## src/rtl/rsc_pkg.sv

```systemverilog
package rsc_pkg;
  // register map
  localparam logic [5:0] RSC_ADDR_STRENGTH = 6'h22;
  localparam logic [5:0] RSC_ADDR_CD_FORCE = 6'h2F;
  // command byte fields
  localparam int RSC_CMD_DIR_BIT = 7;
  localparam int RSC_CMD_INC_BIT = 6;
  // strength and carrier-detect force register fields
  localparam int RSC_VALID_BIT = 5;
  localparam int RSC_LEVEL_W = 5;
  localparam int RSC_FORCE_BIT = 7;
  localparam logic [7:0] RSC_CD_RESET = 8'h00;
  localparam logic [7:0] RSC_ZERO_BYTE = 8'h00;
  // carrier qualification time
  localparam int RSC_CLK_HZ = 40000000;
  localparam int RSC_QUAL_US = 50;
  localparam int RSC_QUAL_CYC = (RSC_QUAL_US * (RSC_CLK_HZ / 1000000)) + 1;
  localparam int RSC_QUAL_W = 12;
  localparam logic [RSC_QUAL_W-1:0] RSC_QUAL_LAST = RSC_QUAL_W'(RSC_QUAL_CYC - 1);
  localparam logic [RSC_QUAL_W-1:0] RSC_QUAL_ZERO = 12'h000;

  typedef enum logic [3:0] {
    RSC_IDLE = 4'b0001,
    RSC_QUAL = 4'b0010,
    RSC_CONV = 4'b0100,
    RSC_HALT = 4'b1000
  } rsc_state_t;

  typedef struct packed {
    logic valid;
    logic [RSC_LEVEL_W-1:0] level;
  } rsc_result_t;

  typedef struct packed {
    logic write;
    logic inc;
    logic [5:0] addr;
  } rsc_cmd_t;
endpackage

```

## src/rtl/rsc_spi_slave.sv

```systemverilog
`timescale 1ns/100ps
module rsc_spi_slave (
  input wire logic clk,
  input wire logic arst_n,
  input wire logic sck,
  input wire logic ss_n,
  input wire logic mosi,
  output logic miso,
  output logic miso_oe,
  output rsc_pkg::rsc_cmd_t cmd,
  output logic wr_stb,
  output logic [7:0] wr_data,
  input wire logic [7:0] rd_data
);
  import rsc_pkg::*;
  logic sck_q, have_cmd_q, have_cmd_d, wr_stb_q, wr_stb_d;
  logic step_q, step_d;
  logic [2:0] cnt_q, cnt_d;
  logic [7:0] sh_q, sh_d, tx_q, tx_d, wd_q, wd_d;
  rsc_cmd_t cmd_q, cmd_d;
  logic rise, fall;
  assign rise = sck & ~sck_q & ~ss_n;
  assign fall = ~sck & sck_q & ~ss_n;

  // mode 0: sample on rising, shift out on falling
  always_comb begin
    cnt_d = cnt_q;
    sh_d = sh_q;
    tx_d = tx_q;
    cmd_d = cmd_q;
    have_cmd_d = have_cmd_q;
    wd_d = wd_q;
    wr_stb_d = 1'b0;
    step_d = 1'b0;
    if (ss_n) begin
      cnt_d = 3'h0;
      have_cmd_d = 1'b0;
    end else begin
      // address steps a cycle late so the write strobe still sees the byte's own address
      if (step_q) begin
        cmd_d.addr = cmd_q.addr + 6'h01;
      end
      if (rise) begin
        sh_d = {sh_q[6:0], mosi};
        cnt_d = cnt_q + 3'h1;
        if (cnt_q == 3'h7) begin
          if (!have_cmd_q) begin
            cmd_d = rsc_cmd_t'({sh_q[6:0], mosi});
            have_cmd_d = 1'b1;
          end else begin
            wd_d = {sh_q[6:0], mosi};
            wr_stb_d = cmd_q.write;
            step_d = cmd_q.inc;
          end
        end
      end
      // load a new read byte after each completed byte, once address is known
      if (fall) begin
        if (cnt_q == 3'h0) begin
          tx_d = rd_data;
        end else begin
          tx_d = {tx_q[6:0], 1'b0};
        end
      end
    end
  end

  always_ff @(posedge clk or negedge arst_n) begin
    if (!arst_n) begin
      sck_q <= 1'b0;
      cnt_q <= 3'h0;
      sh_q <= 8'h00;
      tx_q <= 8'h00;
      cmd_q <= '0;
      have_cmd_q <= 1'b0;
      wd_q <= 8'h00;
      wr_stb_q <= 1'b0;
      step_q <= 1'b0;
    end else begin
      sck_q <= sck;
      cnt_q <= cnt_d;
      sh_q <= sh_d;
      tx_q <= tx_d;
      cmd_q <= cmd_d;
      have_cmd_q <= have_cmd_d;
      wd_q <= wd_d;
      wr_stb_q <= wr_stb_d;
      step_q <= step_d;
    end
  end

  assign miso = tx_q[7];
  assign miso_oe = ~ss_n;
  assign cmd = cmd_q;
  assign wr_stb = wr_stb_q;
  assign wr_data = wd_q;
endmodule

```

## src/rtl/rsc_top.sv

```systemverilog
`timescale 1ns/100ps
module rsc_top #(
  parameter bit HAS_RX = 1'b1
) (
  input wire logic CLOCK,
  input wire logic ARST_N,
  input wire logic SCK,
  input wire logic SS_N,
  input wire logic MOSI,
  output logic MISO,
  output logic MISO_OE,
  input wire logic RX_EN,
  input wire logic CARRIER,
  output logic ADC_START,
  input wire logic ADC_DONE,
  input wire logic [4:0] ADC_LEVEL,
  output rsc_pkg::rsc_result_t RESULT
);
  import rsc_pkg::*;

  ////////////////////////////////////////////////////////////////////////////
  rsc_cmd_t cmd;
  logic wr_stb;
  logic [7:0] wr_data, rd_data;

  rsc_spi_slave u_spi (
    .clk(CLOCK),
    .arst_n(ARST_N),
    .sck(SCK),
    .ss_n(SS_N),
    .mosi(MOSI),
    .miso(MISO),
    .miso_oe(MISO_OE),
    .cmd(cmd),
    .wr_stb(wr_stb),
    .wr_data(wr_data),
    .rd_data(rd_data)
  );

  ////////////////////////////////////////////////////////////////////////////
  logic [7:0] cd_q, cd_d;
  rsc_state_t st_q, st_d;
  logic [RSC_QUAL_W-1:0] cnt_q, cnt_d;
  rsc_result_t res_q, res_d;
  logic rx_q, start_q, start_d, detect;

  always_comb begin
    cd_d = cd_q;
    if (wr_stb && cmd.addr == RSC_ADDR_CD_FORCE) begin
      cd_d = wr_data;
    end
  end

  // forced detect stands in for a real carrier
  assign detect = CARRIER | cd_q[RSC_FORCE_BIT];

  always_comb begin
    st_d = st_q;
    cnt_d = cnt_q;
    res_d = res_q;
    start_d = 1'b0;
    if (!HAS_RX || !RX_EN) begin
      // transmit-only variant never measures; receive off sends the machine to idle, except that hold stays in hold
      if (!HAS_RX) begin
        st_d = RSC_IDLE;
        res_d = '0;
      end else if (st_q != RSC_HALT) begin
        st_d = RSC_IDLE;
      end
      cnt_d = RSC_QUAL_ZERO;
    end else if (!rx_q) begin
      st_d = RSC_IDLE;
      res_d.valid = 1'b0;
      cnt_d = RSC_QUAL_ZERO;
    end else begin
      unique case (st_q)
        RSC_IDLE: begin
          cnt_d = RSC_QUAL_ZERO;
          if (detect) begin
            st_d = RSC_QUAL;
          end
        end
        RSC_QUAL: begin
          if (!detect) begin
            st_d = RSC_IDLE;
          end else if (cnt_q == RSC_QUAL_LAST) begin
            st_d = RSC_CONV;
            start_d = 1'b1;
          end else begin
            cnt_d = cnt_q + 12'h001;
          end
        end
        RSC_CONV: begin
          if (ADC_DONE) begin
            res_d.level = ADC_LEVEL;
            res_d.valid = 1'b1;
            st_d = RSC_HALT;
          end
        end
        RSC_HALT: begin
          st_d = RSC_HALT;
        end
        default: st_d = RSC_IDLE;
      endcase
    end
  end

  always_ff @(posedge CLOCK or negedge ARST_N) begin
    if (!ARST_N) begin
      cd_q <= RSC_CD_RESET;
    end else begin
      cd_q <= cd_d;
    end
  end

  // receive enable is kept one cycle so a fresh enable shows up as an edge
  always_ff @(posedge CLOCK or negedge ARST_N) begin
    if (!ARST_N) begin
      rx_q <= 1'b0;
    end else begin
      rx_q <= RX_EN;
    end
  end

  always_ff @(posedge CLOCK or negedge ARST_N) begin
    if (!ARST_N) begin
      st_q <= RSC_IDLE;
      cnt_q <= RSC_QUAL_ZERO;
      res_q <= '0;
      start_q <= 1'b0;
    end else begin
      st_q <= st_d;
      cnt_q <= cnt_d;
      res_q <= res_d;
      start_q <= start_d;
    end
  end

  ////////////////////////////////////////////////////////////////////////////
  always_comb begin
    unique case (cmd.addr)
      RSC_ADDR_STRENGTH: rd_data = {2'b00, res_q};
      RSC_ADDR_CD_FORCE: rd_data = cd_q;
      default: rd_data = RSC_ZERO_BYTE;
    endcase
  end

  assign ADC_START = start_q;
  assign RESULT = res_q;
endmodule

```

## config.mk

```make
export PLATFORM = sky130hd
export DESIGN_NAME = rsc_top
export DESIGN_NICKNAME = d
export VERILOG_FILES = /design/src/rtl/rsc_pkg.sv /design/src/rtl/rsc_spi_slave.sv /design/src/rtl/rsc_top.sv
export SDC_FILE = /design/constraint.sdc
export NUM_CORES = 1
export LEC_CHECK = 0
export ABC_AREA = 1
export BUFFER_PORTS_ARGS = -buffer_cell sky130_fd_sc_hd__buf_2
export CORE_ASPECT_RATIO = 1.4
export CORE_UTILIZATION = 50
export CTS_CLUSTER_DIAMETER = 120
export DETAILED_ROUTE_END_ITERATION = 16
export PLACE_DENSITY_LB_ADDON = 0.3
export SLEW_MARGIN = 10
export SYNTH_ARGS = -nofsm -noshare
export SYNTH_HDL_FRONTEND = slang
export SYNTH_HIERARCHICAL = 1
export SYNTH_SLANG_ARGS = --single-unit
```

## constraint.sdc

```tcl
create_clock -name CLOCK -period 1.52 [get_ports CLOCK]
set_input_delay 0.304 -clock CLOCK [delete_from_list [all_inputs] [get_ports CLOCK]]
set_output_delay 0.304 -clock CLOCK [all_outputs]
set_load 0.02 [all_outputs]
```

==> run summary, run 1 <==
Grt total ovfl: 0
Row count: 35
Die Y: 101 um
Most common library cells after synthesis: nand2_1 (98), dfrtp_1 (69), inv_1 (51)
# DRC: 0
Instance count of the mapped netlist: 422
Via count: 2903
CTS Sinks: 70
Final #Nets: 490
Iteration-0 DRC Markers: 213
Peak Freq: 696 MHz
Worst Setup Path Type: register to register
Vias in the first global route: 2757
Hold Vio Cnt, Final: 0
Cell with the most instances after synthesis: nand2_1
Slack of the critical path: 0.0823 ns
Detail Route Antenna Nets: 0
Cell taking the most area after synthesis: dfrtp_1
Peak supply drop: 0.725 mV
Met3 wire length: 218 um
Die footprint: 7390 um2
Syn avg cell area: 8.35 um2
# setup viols final: 0
Mapped Area: 3520 um2
Crit-path slowest cell: dfrtp_1
Initial antenna violation count: 0
Final period util: 0.946
WHS: 0.133 ns
RSZ-0062 raised after global routing: true
Final TNS setup: 0 ns
Antenna diode count: 0
HPWL after DPL: 5430 um
CP endpoint kind: register
Status: finished clean
Die W: 73.0 um
Clock Latency Late Sink: 0.34 ns
Async set-or-reset flop fraction in the synthesized netlist: 1.00
Detailed Routing Iterations Pass 1: 4
CP Data Required Time: 1.74 ns
Placeable Area: 6700 um2
Max Slew Vio Count: 0
Synth cell types: 32
Tmin final: 1.44 ns
Total Routing Usage GR: 0.220
Place WS: -0.0721 ns
Layout cells sized above 1: 0.229
Least-Margin Pin Slew: 0.364 ns
CP Launch Type: register
Rel. slew slack: 0.758
Routed wire length: 7530 um
CTS tree: yes
Count of input and output buffers: 21
PwrDens: 990 nW/um2
Yosys top cell area share: 0.490
FF/Latch Area: 1750 um2
Leading post-synthesis cells by cell area: dfrtp_1 (49%), nand2_1 (10%), o21ai_0 (6.1%)
I/O pins: 22
Yosys warns: 6
Top Metal Used: met4
Post-synth EDFFs: 0
Post-synthesis sequential area ratio: 0.497
WL met2: 3860 um
Core Util, Final: 0.630
Syn_nets: 441
Root Driver: clkbuf_8
Arr. time, crit path: 1.65 ns
Clock Tree Buf Depth: 2
Metal-1 WL: 3250 um
Non-filler cells, final: 568
Via-to-Cell Ratio: 5.11
Initial Util: 0.526
Leakage: 0.00202 uW
Largest net degree at the start of global routing: 41
Main synth FF type: dfrtp_1
Crit Path Max Fanout: 10
Yosys reg bits: 70
CP peak stage delay: 0.38 ns
First-pass GRT wire length: 12400 um
Cts bufs inserted: 9
Max cap viols: 0
Hold crit path type: input port to register
Wire per inst: 13.3 um
Fillcell total: 569
Synth-to-layout area growth: 19.7%
Reg clk slew, reported paths: 0.07 ns
H-tree depth: 3
Cell Chain, Critical Path: buf_4 -> nand2_1 -> nor2_4 -> nand3_2 -> mux2_1
Placed insts: 548
Setup Skew: 0.00593 ns
Gpl congestion: 0.862
Area of the multi-input gates: 1630 um2
## sequential cells by signal, indices dropped and copies added (netlist names)
register / count
ADC_START: 1
u_spi/tx_q: 8
u_spi/sck_q: 1
u_spi/wr_data: 8
u_spi/cmd: 8
RESULT: 6
cd_q: 8
st_q: 4
u_spi/step_q: 1
u_spi/sh_q: 7
u_spi/cnt_q: 3
rx_q: 1
u_spi/have_cmd_q: 1
cnt_q: 12
u_spi/wr_stb: 1
## worst max-delay path: cells and delay by family (launching register included)
family | cells | cell delay [ns]
muxes | 1 | 0.37
DFF | 1 | 0.38
buffers and inverters | 1 | 0.15
and+or+nand+nor | 3 | 0.42
## cell type report
| cell class | instances | share of cell area |
|---|---|---|
| repair buffers | 43 | 0.0715 |
| multi-input cells | 293 | 0.387 |
| inverters | 54 | 0.0480 |
| flip-flops and latches | 70 | 0.415 |
| clock inverters | 4 | 0.0166 |
| well taps | 92 | 0.0273 |
| clock buffers | 12 | 0.0344 |
## path summary, 6_finish.rpt
path                                   from  slack, ns          endpoint  cells after the start
hold / removal                        RX_EN       0.13              rx_q                      1
max in group asynchronous            ARST_N       0.57       u_spi/sck_q                      3
hold reg to reg            u_spi/wr_data[5]       0.48  u_spi/wr_data[5]                      2
setup / recovery               u_spi/cmd[2]       0.08           cd_q[3]                      5
setup reg to reg               u_spi/cmd[2]       0.08           cd_q[3]                      5
min in group asynchronous            ARST_N       0.41          cnt_q[5]                      2
## timing repair
action                                  CTS  global route
setup buffers                             0             1
resized for setup                         2            31
endpoints found under the setup margin   21            38
hold buffers                              1             0
hold endpoints to repair                 12             0
pin swaps                                 0             8
gates cloned                              0             2
## placed cells by master, fill, tap and decap left out, types with 2 or more instances in the layout
cell / n
mux2_1: 3
nand2_4: 5
bufinv_16: 2
o21ai_2: 8
xnor2_1: 3
a21oi_1: 15
a31oi_1: 3
buf_2: 21
nor2_1: 41
nor3_1: 3
buf_4: 18
nand2_1: 92
mux2_2: 3
o21ai_1: 13
ha_1: 5
nand4_1: 4
buf_12: 2
o21ai_0: 36
inv_2: 5
inv_1: 49
nand2_2: 7
clkinv_2: 2
nor2_2: 5
a21boi_2: 2
clkbuf_1: 2
dfrtp_1: 69
nand3_1: 25
clkbuf_8: 10
nand3_2: 6
nor2_4: 6
## metrics by stage
step / power (uW) / cell area, um2
finish: 4180 / 4220
global route: 4360 / 4220
CTS: 4190 / 4090
detailed placement: 2550 / 3860
global placement: 2530 / 3860
floorplan: 2350 / 3520
## layer usage
| layer | GRT usage | up-vias |
|---|---|---|
| met5 | 0 | - |
| met4 | 0.106 | 0 |
| met3 | 0.0388 | 17 |
| met2 | 0.376 | 61 |
| met1 | 0.269 | 1363 |
| li1 | - | 1462 |
## cell families (layout without fill, tap and decap cells)
group / Yosys count / count (layout) / share of synthesized area
mux: 7 / 7 / 0.0220
compound gates: 78 / 78 / 0.125
simple gates: 196 / 198 / 0.251
flops: 70 / 70 / 0.497
xor+xnor: 4 / 4 / 0.00994
buf+inv: 61 / 113 / 0.0742
fa+ha+maj: 6 / 6 / 0.0213
## where the power goes
part | total, uW | leakage, uW | internal (uW) | switching [uW]
Clock | 1630 | 0.000110 | 965 | 661
Combinational | 514 | 0.000990 | 183 | 331
Sequential | 2040 | 0.000922 | 1970 | 67.0
Total | 4180 | 0.00202 | 3120 | 1060
No activity file was read; power rests on OpenSTA's default activity.
==> run 2, diff against run 1 <==
ABC_AREA = not set   (was 1)
==> run summary, run 2 <==
I/O pins: 22
Instance count of the mapped netlist: 300
Root Driver: clkbuf_8
Post-synthesis sequential area ratio: 0.520
Peak supply drop: 0.905 mV
Leakage: 0.00206 uW
Fillcell total: 515
Via-to-Cell Ratio: 5.77
Antenna diode count: 0
# DRC: 0
Sequential power share: 0.515
Tmin final: 1.73 ns
Slack of the critical path: -0.207 ns
CTS Sinks: 70
Final TNS setup: -1.77 ns
Final period util: 1.14
Hold crit path type: input port to register
RSZ-0062 raised after global routing: true
Wire per inst: 16.5 um
Cell taking the most area after synthesis: dfrtp_1
Clock power share: 0.397
Die W: 71.4 um
Total Routing Usage GR: 0.232
Worst Setup Path Type: register to register
Placeable Area: 6570 um2
CP Launch Type: register
Count of input and output buffers: 21
PwrDens: 932 nW/um2
Number of flip-flops under the largest register name: 12
Post-synth EDFFs: 0
H-tree depth: 3
Layout cells sized above 1: 0.425
Pwr Total: 4120 uW
Synth-to-layout area growth: 31.1%
Peak Freq: 579 MHz
First-pass GRT wire length: 12600 um
# setup viols final: 18
Die Y: 99.2 um
Initial antenna violation count: 0
Crit-path slowest cell: dfrtp_2
Most frequent cells in the layout: dfrtp_1 (67), buf_4 (48), mux2_2 (28)
Largest net degree at the start of global routing: 65
Arr. time, crit path: 2.00 ns
CP peak stage delay: 0.43 ns
Yosys reg bits: 70
Crit Path Max Fanout: 5
Clock Tree Buf Depth: 2
Syn_nets: 319
Async set-or-reset flop fraction in the synthesized netlist: 1.00
Clock Latency Late Sink: 0.34 ns
Switch Pwr: 974 uW
Detail Route Antenna Nets: 0
Combinational power share: 0.088
Routed wire length: 7580 um
Grt total ovfl: 0
CTS tree: yes
Rel. slew slack: 0.752
Yosys top cell area share: 0.512
Core Util, Final: 0.673
Commonest non-fill, non-tap cell in the layout: dfrtp_1
Detailed Routing Iterations Pass 1: 4
CP endpoint kind: register
Main synth FF type: dfrtp_1
Yosys warns: 6
Syn avg cell area: 11.2 um2
Synth cell types: 54
Gpl congestion: 0.847
Row count: 35
Max Slew Vio Count: 0
Place WS: -0.169 ns
CP Data Required Time: 1.79 ns
Initial Util: 0.513
Switch share: 0.236
Reg clk slew, reported paths: 0.07 ns
Internal power: 3150 uW
Cell with the most instances after synthesis: dfrtp_1
Setup Skew: 0.00449 ns
Leading post-synthesis cells by cell area: dfrtp_1 (51%), mux2_2 (9.4%), a21oi_1 (3.6%)
Least-Margin Pin Slew: 0.367 ns
Via count: 2653
Mapped Area: 3370 um2
Most flop-heavy register: cnt_q
Final #Nets: 400
Max cap viols: 0
Iteration-0 DRC Markers: 118
Failing checks: negative setup slack
Cts bufs inserted: 9
Hold Vio Cnt, Final: 0
HPWL after DPL: 5300 um
Status: complete, but fails checks
Most common library cells after synthesis: dfrtp_1 (69), mux2_2 (28), a21oi_1 (24)
Cell Chain, Critical Path: nor4b_4 -> buf_4 -> buf_6 -> nand4b_4 -> or4_1 -> a21oi_1
Vias in the first global route: 2788
Die footprint: 7080 um2
[run 2: cell types whose count changed after synthesis, moves of 7 or more]
cell,previous run,this run
a21oi_1,15,24
inv_1,51,15
mux2_2,3,28
mux2i_1,1,9
nand2_1,98,11
nand3_1,28,10
nor2_1,44,22
o21ai_0,43,14
o21ai_2,8,1
[run 2: routing by layer]
| metal | routed length [um] | share of wire | track usage | vias to the layer above |
|---|---|---|---|---|
| met1 | 2930 | 0.39 | 0.246 | 1323 |
| met2 | 4240 | 0.56 | 0.431 | 38 |
| li1 | - | - | - | 1272 |
| met3 | 155 | 0.020 | 0.0365 | 20 |
| met4 | 257 | 0.034 | 0.131 | 0 |
| met5 | 0 | 0 | 0 | - |
[run 2: timing repair]
action / CTS / global route
setup buffers: 4 / 5
pin swaps: 9 / 17
endpoints found under the setup margin: 35 / 42
gates resized for setup: 19 / 29
hold endpoints to repair: 6 / 0
hold buffers: 1 / 0
cloned: 1 / 1
[run 2: through the flow]
step	hold slack, ns	area, um2	std cells
2_1_floorplan	0.00841	3420	300
3_3_place_gp	0.161	3920	432
3_5_place_dp	0.161	3920	432
4_1_cts	0.152	4290	454
5_1_grt	0.156	4420	460
6_report	0.164	4420	460
[run 2: power groups by stage]
stage               registers (uW)  clock network, uW  logic, uW
finish                        2120               1640        364
global route                  2140               1720        404
CTS                           2120               1660        345
detailed placement            2150                  0        334
global placement              2150                  0        322
floorplan                     2110                  0        197
[run 2: worst paths after layout]
kind,from,end,slack (ns),depth (start not counted)
setup / recovery,st_q[3],cnt_q[11],-0.21,6
min in group asynchronous,ARST_N,RESULT[2],0.36,2
setup reg to reg,st_q[3],cnt_q[11],-0.21,6
max in group asynchronous,ARST_N,st_q[0],0.54,3
hold / removal,RX_EN,rx_q,0.16,1
hold reg to reg,cd_q[6],cd_q[6],0.50,1
[run 2: area by class of cell]
class	instances	area [um2]	share of cell area
Clock inverter	4	70.1	0.0159
Clock buffer	12	145	0.0328
Sequential cell	70	1760	0.397
Tap cell	74	92.6	0.0209
Timing Repair Buffer	78	574	0.130
Multi-Input combinational cell	207	1730	0.391
Inverter	15	56.3	0.0127
[run 2: critical path: cells and delay by family, from the launching register on]
kind / cells / cell delay, ns
compound gates: 1 / 0.13
buf+inv: 2 / 0.28
flops: 1 / 0.43
simple gates: 3 / 0.82
[run 2: cell families (layout without fill, tap and decap cells)]
| group | count (synthesis) | count (layout) | synth area share |
|---|---|---|---|
| multiplexers | 38 | 38 | 0.125 |
| buffers and inverters | 24 | 109 | 0.0319 |
| AO/OA/AOI/OAI | 67 | 67 | 0.125 |
| flip-flops | 70 | 70 | 0.520 |
| adder cells (fa/ha/maj) | 6 | 6 | 0.0223 |
| AND/OR/NAND/NOR | 92 | 93 | 0.168 |
| XOR/XNOR | 3 | 3 | 0.00780 |
==> run 3, diff against run 2 <==
MAX_ROUTING_LAYER = met4   (was not set)
SYNTH_HIERARCHICAL = not set   (was 1)
==> run summary, run 3 <==
Status: complete, but fails checks
Failing checks: design-rule violations, negative setup slack
Final #Nets: 396
CP Launch Type: register
Yosys top cell area share: 0.524
Initial Util: 0.523
CTS tree: yes
Max Slew Vio Count: 0
CP endpoint kind: register
Via-to-Cell Ratio: 5.68
CTS Sinks: 70
# setup viols final: 40
Most flop-heavy register: cnt_q
Count of input and output buffers: 21
Arr. time, crit path: 2.07 ns
CP Data Required Time: 1.79 ns
Final period util: 1.18
Initial antenna violation count: 0
Yosys reg bits: 70
R2r startpoint: st_q[0]
Clock Latency Late Sink: 0.35 ns
Reg clk slew, reported paths: 0.08 ns
Leakage: 0.00212 uW
Gr busiest metal: met2
Post-synth EDFFs: 0
Main synth FF type: dfrtp_1
HPWL after DPL: 5010 um
Grt met1 use: 0.271
RSZ-0062 raised after global routing: true
Setup Skew: 0.0116 ns
Via count: 2574
Clock power share: 0.417
Layout cells sized above 1: 0.430
Hold Vio Cnt, Final: 0
PwrDens: 1010 nW/um2
Hold crit path type: input port to register
Cell taking the most area after synthesis: dfrtp_1
Cell with the most instances after synthesis: dfrtp_1
Clock Tree Buf Depth: 2
# DRC: 4
Root Driver: clkbuf_8
Total Routing Usage GR: 0.236
Routed wire length: 8120 um
Place WS: -0.263 ns
Most frequent cells in the layout: dfrtp_1 (69), buf_4 (47), nor2_1 (29)
H-tree depth: 3
Row count: 34
Cts bufs inserted: 9
Syn avg cell area: 11.1 um2
Grt total ovfl: 0
Least-Margin Pin Slew: 0.399 ns
Internal power: 3340 uW
Mapped Area: 3290 um2
Vias in the first global route: 2556
First-pass GRT wire length: 12100 um
Async set-or-reset flop fraction in the synthesized netlist: 1.00
Die Y: 98.0 um
WHS: 0.105 ns
Critical path startpoint: st_q[0]
Synth cell types: 46
Detail Route Antenna Nets: 0
Yosys warns: 0
Met2 global-route usage: 0.406
Synth-to-layout area growth: 34.5%
Wire per inst: 17.9 um
Rel. slew slack: 0.733
Max cap viols: 0
Combinational power share: 0.107
Peak Freq: 557 MHz
Tmin final: 1.79 ns
Switch Pwr: 1130 uW
Worst-case reg-to-reg path depth: 5
Number of flip-flops under the largest register name: 12
Antenna diode count: 0
Detailed Routing Iterations Pass 1: 10
Post-synthesis sequential area ratio: 0.532
Leading post-synthesis cells by cell area: dfrtp_1 (52%), mux2_2 (12%), nor2_1 (3.5%)
Largest net degree at the start of global routing: 38
Gpl congestion: 0.804
I/O pins: 22
Placeable Area: 6300 um2
Most common library cells after synthesis: dfrtp_1 (69), mux2_2 (36), nor2_1 (31)
Sequential power share: 0.476
Instance count of the mapped netlist: 296
Hold_sp: SCK
Crit Path Max Fanout: 5
Final TNS setup: -4.72 ns
Worst Setup Path Type: register to register
Die footprint: 6920 um2
Slack of the critical path: -0.274 ns
Commonest non-fill, non-tap cell in the layout: dfrtp_1
Worst Hold Path Cells: 1
Grt met3 use: 0.0495
Switch share: 0.252
Die W: 70.6 um
Syn_nets: 316
Peak supply drop: 0.895 mV
Iteration-0 DRC Markers: 201
[run 3: cell types whose count changed after synthesis, moves of 5 or more]
cell and change:
nor2_1 +9, o31ai_1 -7, a21oi_1 -5, o21ai_0 -5
or4_1 -5, a221oi_1 +5, mux2_2 +8
[run 3: through the flow]
step                cell area, um2  instances  power (uW)  utilization
floorplan                     3370        296        2350            -
global placement              3850        422        2530        0.611
detailed placement            3850        422        2550        0.611
CTS                           4190        442        4410        0.665
global route                  4430        453        4660        0.704
finish                        4430        453        4470        0.704
[run 3: final cells by class]
class | instances | area [um2]
clock buffer | 9 | 124
clock inverter | 7 | 121
fill | 425 | 1870
inverter | 16 | 60.1
multi-input combinational | 200 | 1660
sequential | 70 | 1750
tap | 72 | 90.1
timing repair buffer | 79 | 626
[run 3: critical path: stages (launching register included)]
cell and delay (ns):
dfstp_2 0.55, or4b_4 0.46, and2_4 0.20, a211oi_4 0.24, nand4_1 0.12, a21oi_1 0.15
[run 3: layer usage]
layer | share of wire | up-vias
met3 | 0.026 | 14
li1 | - | 1220
met1 | 0.41 | 1291
met4 | 0.020 | 0
met2 | 0.54 | 49
met5 | 0 | -
[run 3: power groups by stage]
stage          Clock (uW)  Combinational (uW)  Sequential, uW
2_1_floorplan           0                 235            2110
3_3_place_gp            0                 384            2140
3_5_place_dp            0                 396            2150
4_1_cts              1870                 423            2120
5_1_grt              1990                 518            2150
6_report             1860                 476            2130
[run 3: logic make-up (layout without fill, tap and decap cells)]
kind of cell | count (synthesis) | after routing | synth area share
xor gates and xnor gates | 4 | 4 | 0.0106
muxes | 41 | 41 | 0.138
AOI/OAI and AO/OA | 53 | 53 | 0.106
and+or+nand+nor | 95 | 95 | 0.154
adders and majority gates | 7 | 7 | 0.0266
buffers and inverters | 26 | 111 | 0.0323
DFF | 70 | 70 | 0.532
[run 3: what timing repair did]
| action | CTS | global route |
|---|---|---|
| endpoints found under the setup margin | 43 | 36 |
| gates cloned | 1 | 2 |
| hold buffers | 1 | 0 |
| setup buffers | 2 | 9 |
| gates resized for setup | 17 | 33 |
| pin swaps | 5 | 15 |
| endpoints found under the hold margin | 13 | 0 |
[run 3: path summary, 6_finish.rpt]
check,slack (ns),to
min in group asynchronous,0.40,u_spi.tx_q[2]
setup reg to reg,-0.27,cnt_q[11]
hold reg to reg,0.51,u_spi.wr_stb
hold / removal,0.11,u_spi.sck_q
max in group asynchronous,0.52,cnt_q[1]
setup / recovery,-0.27,cnt_q[11]
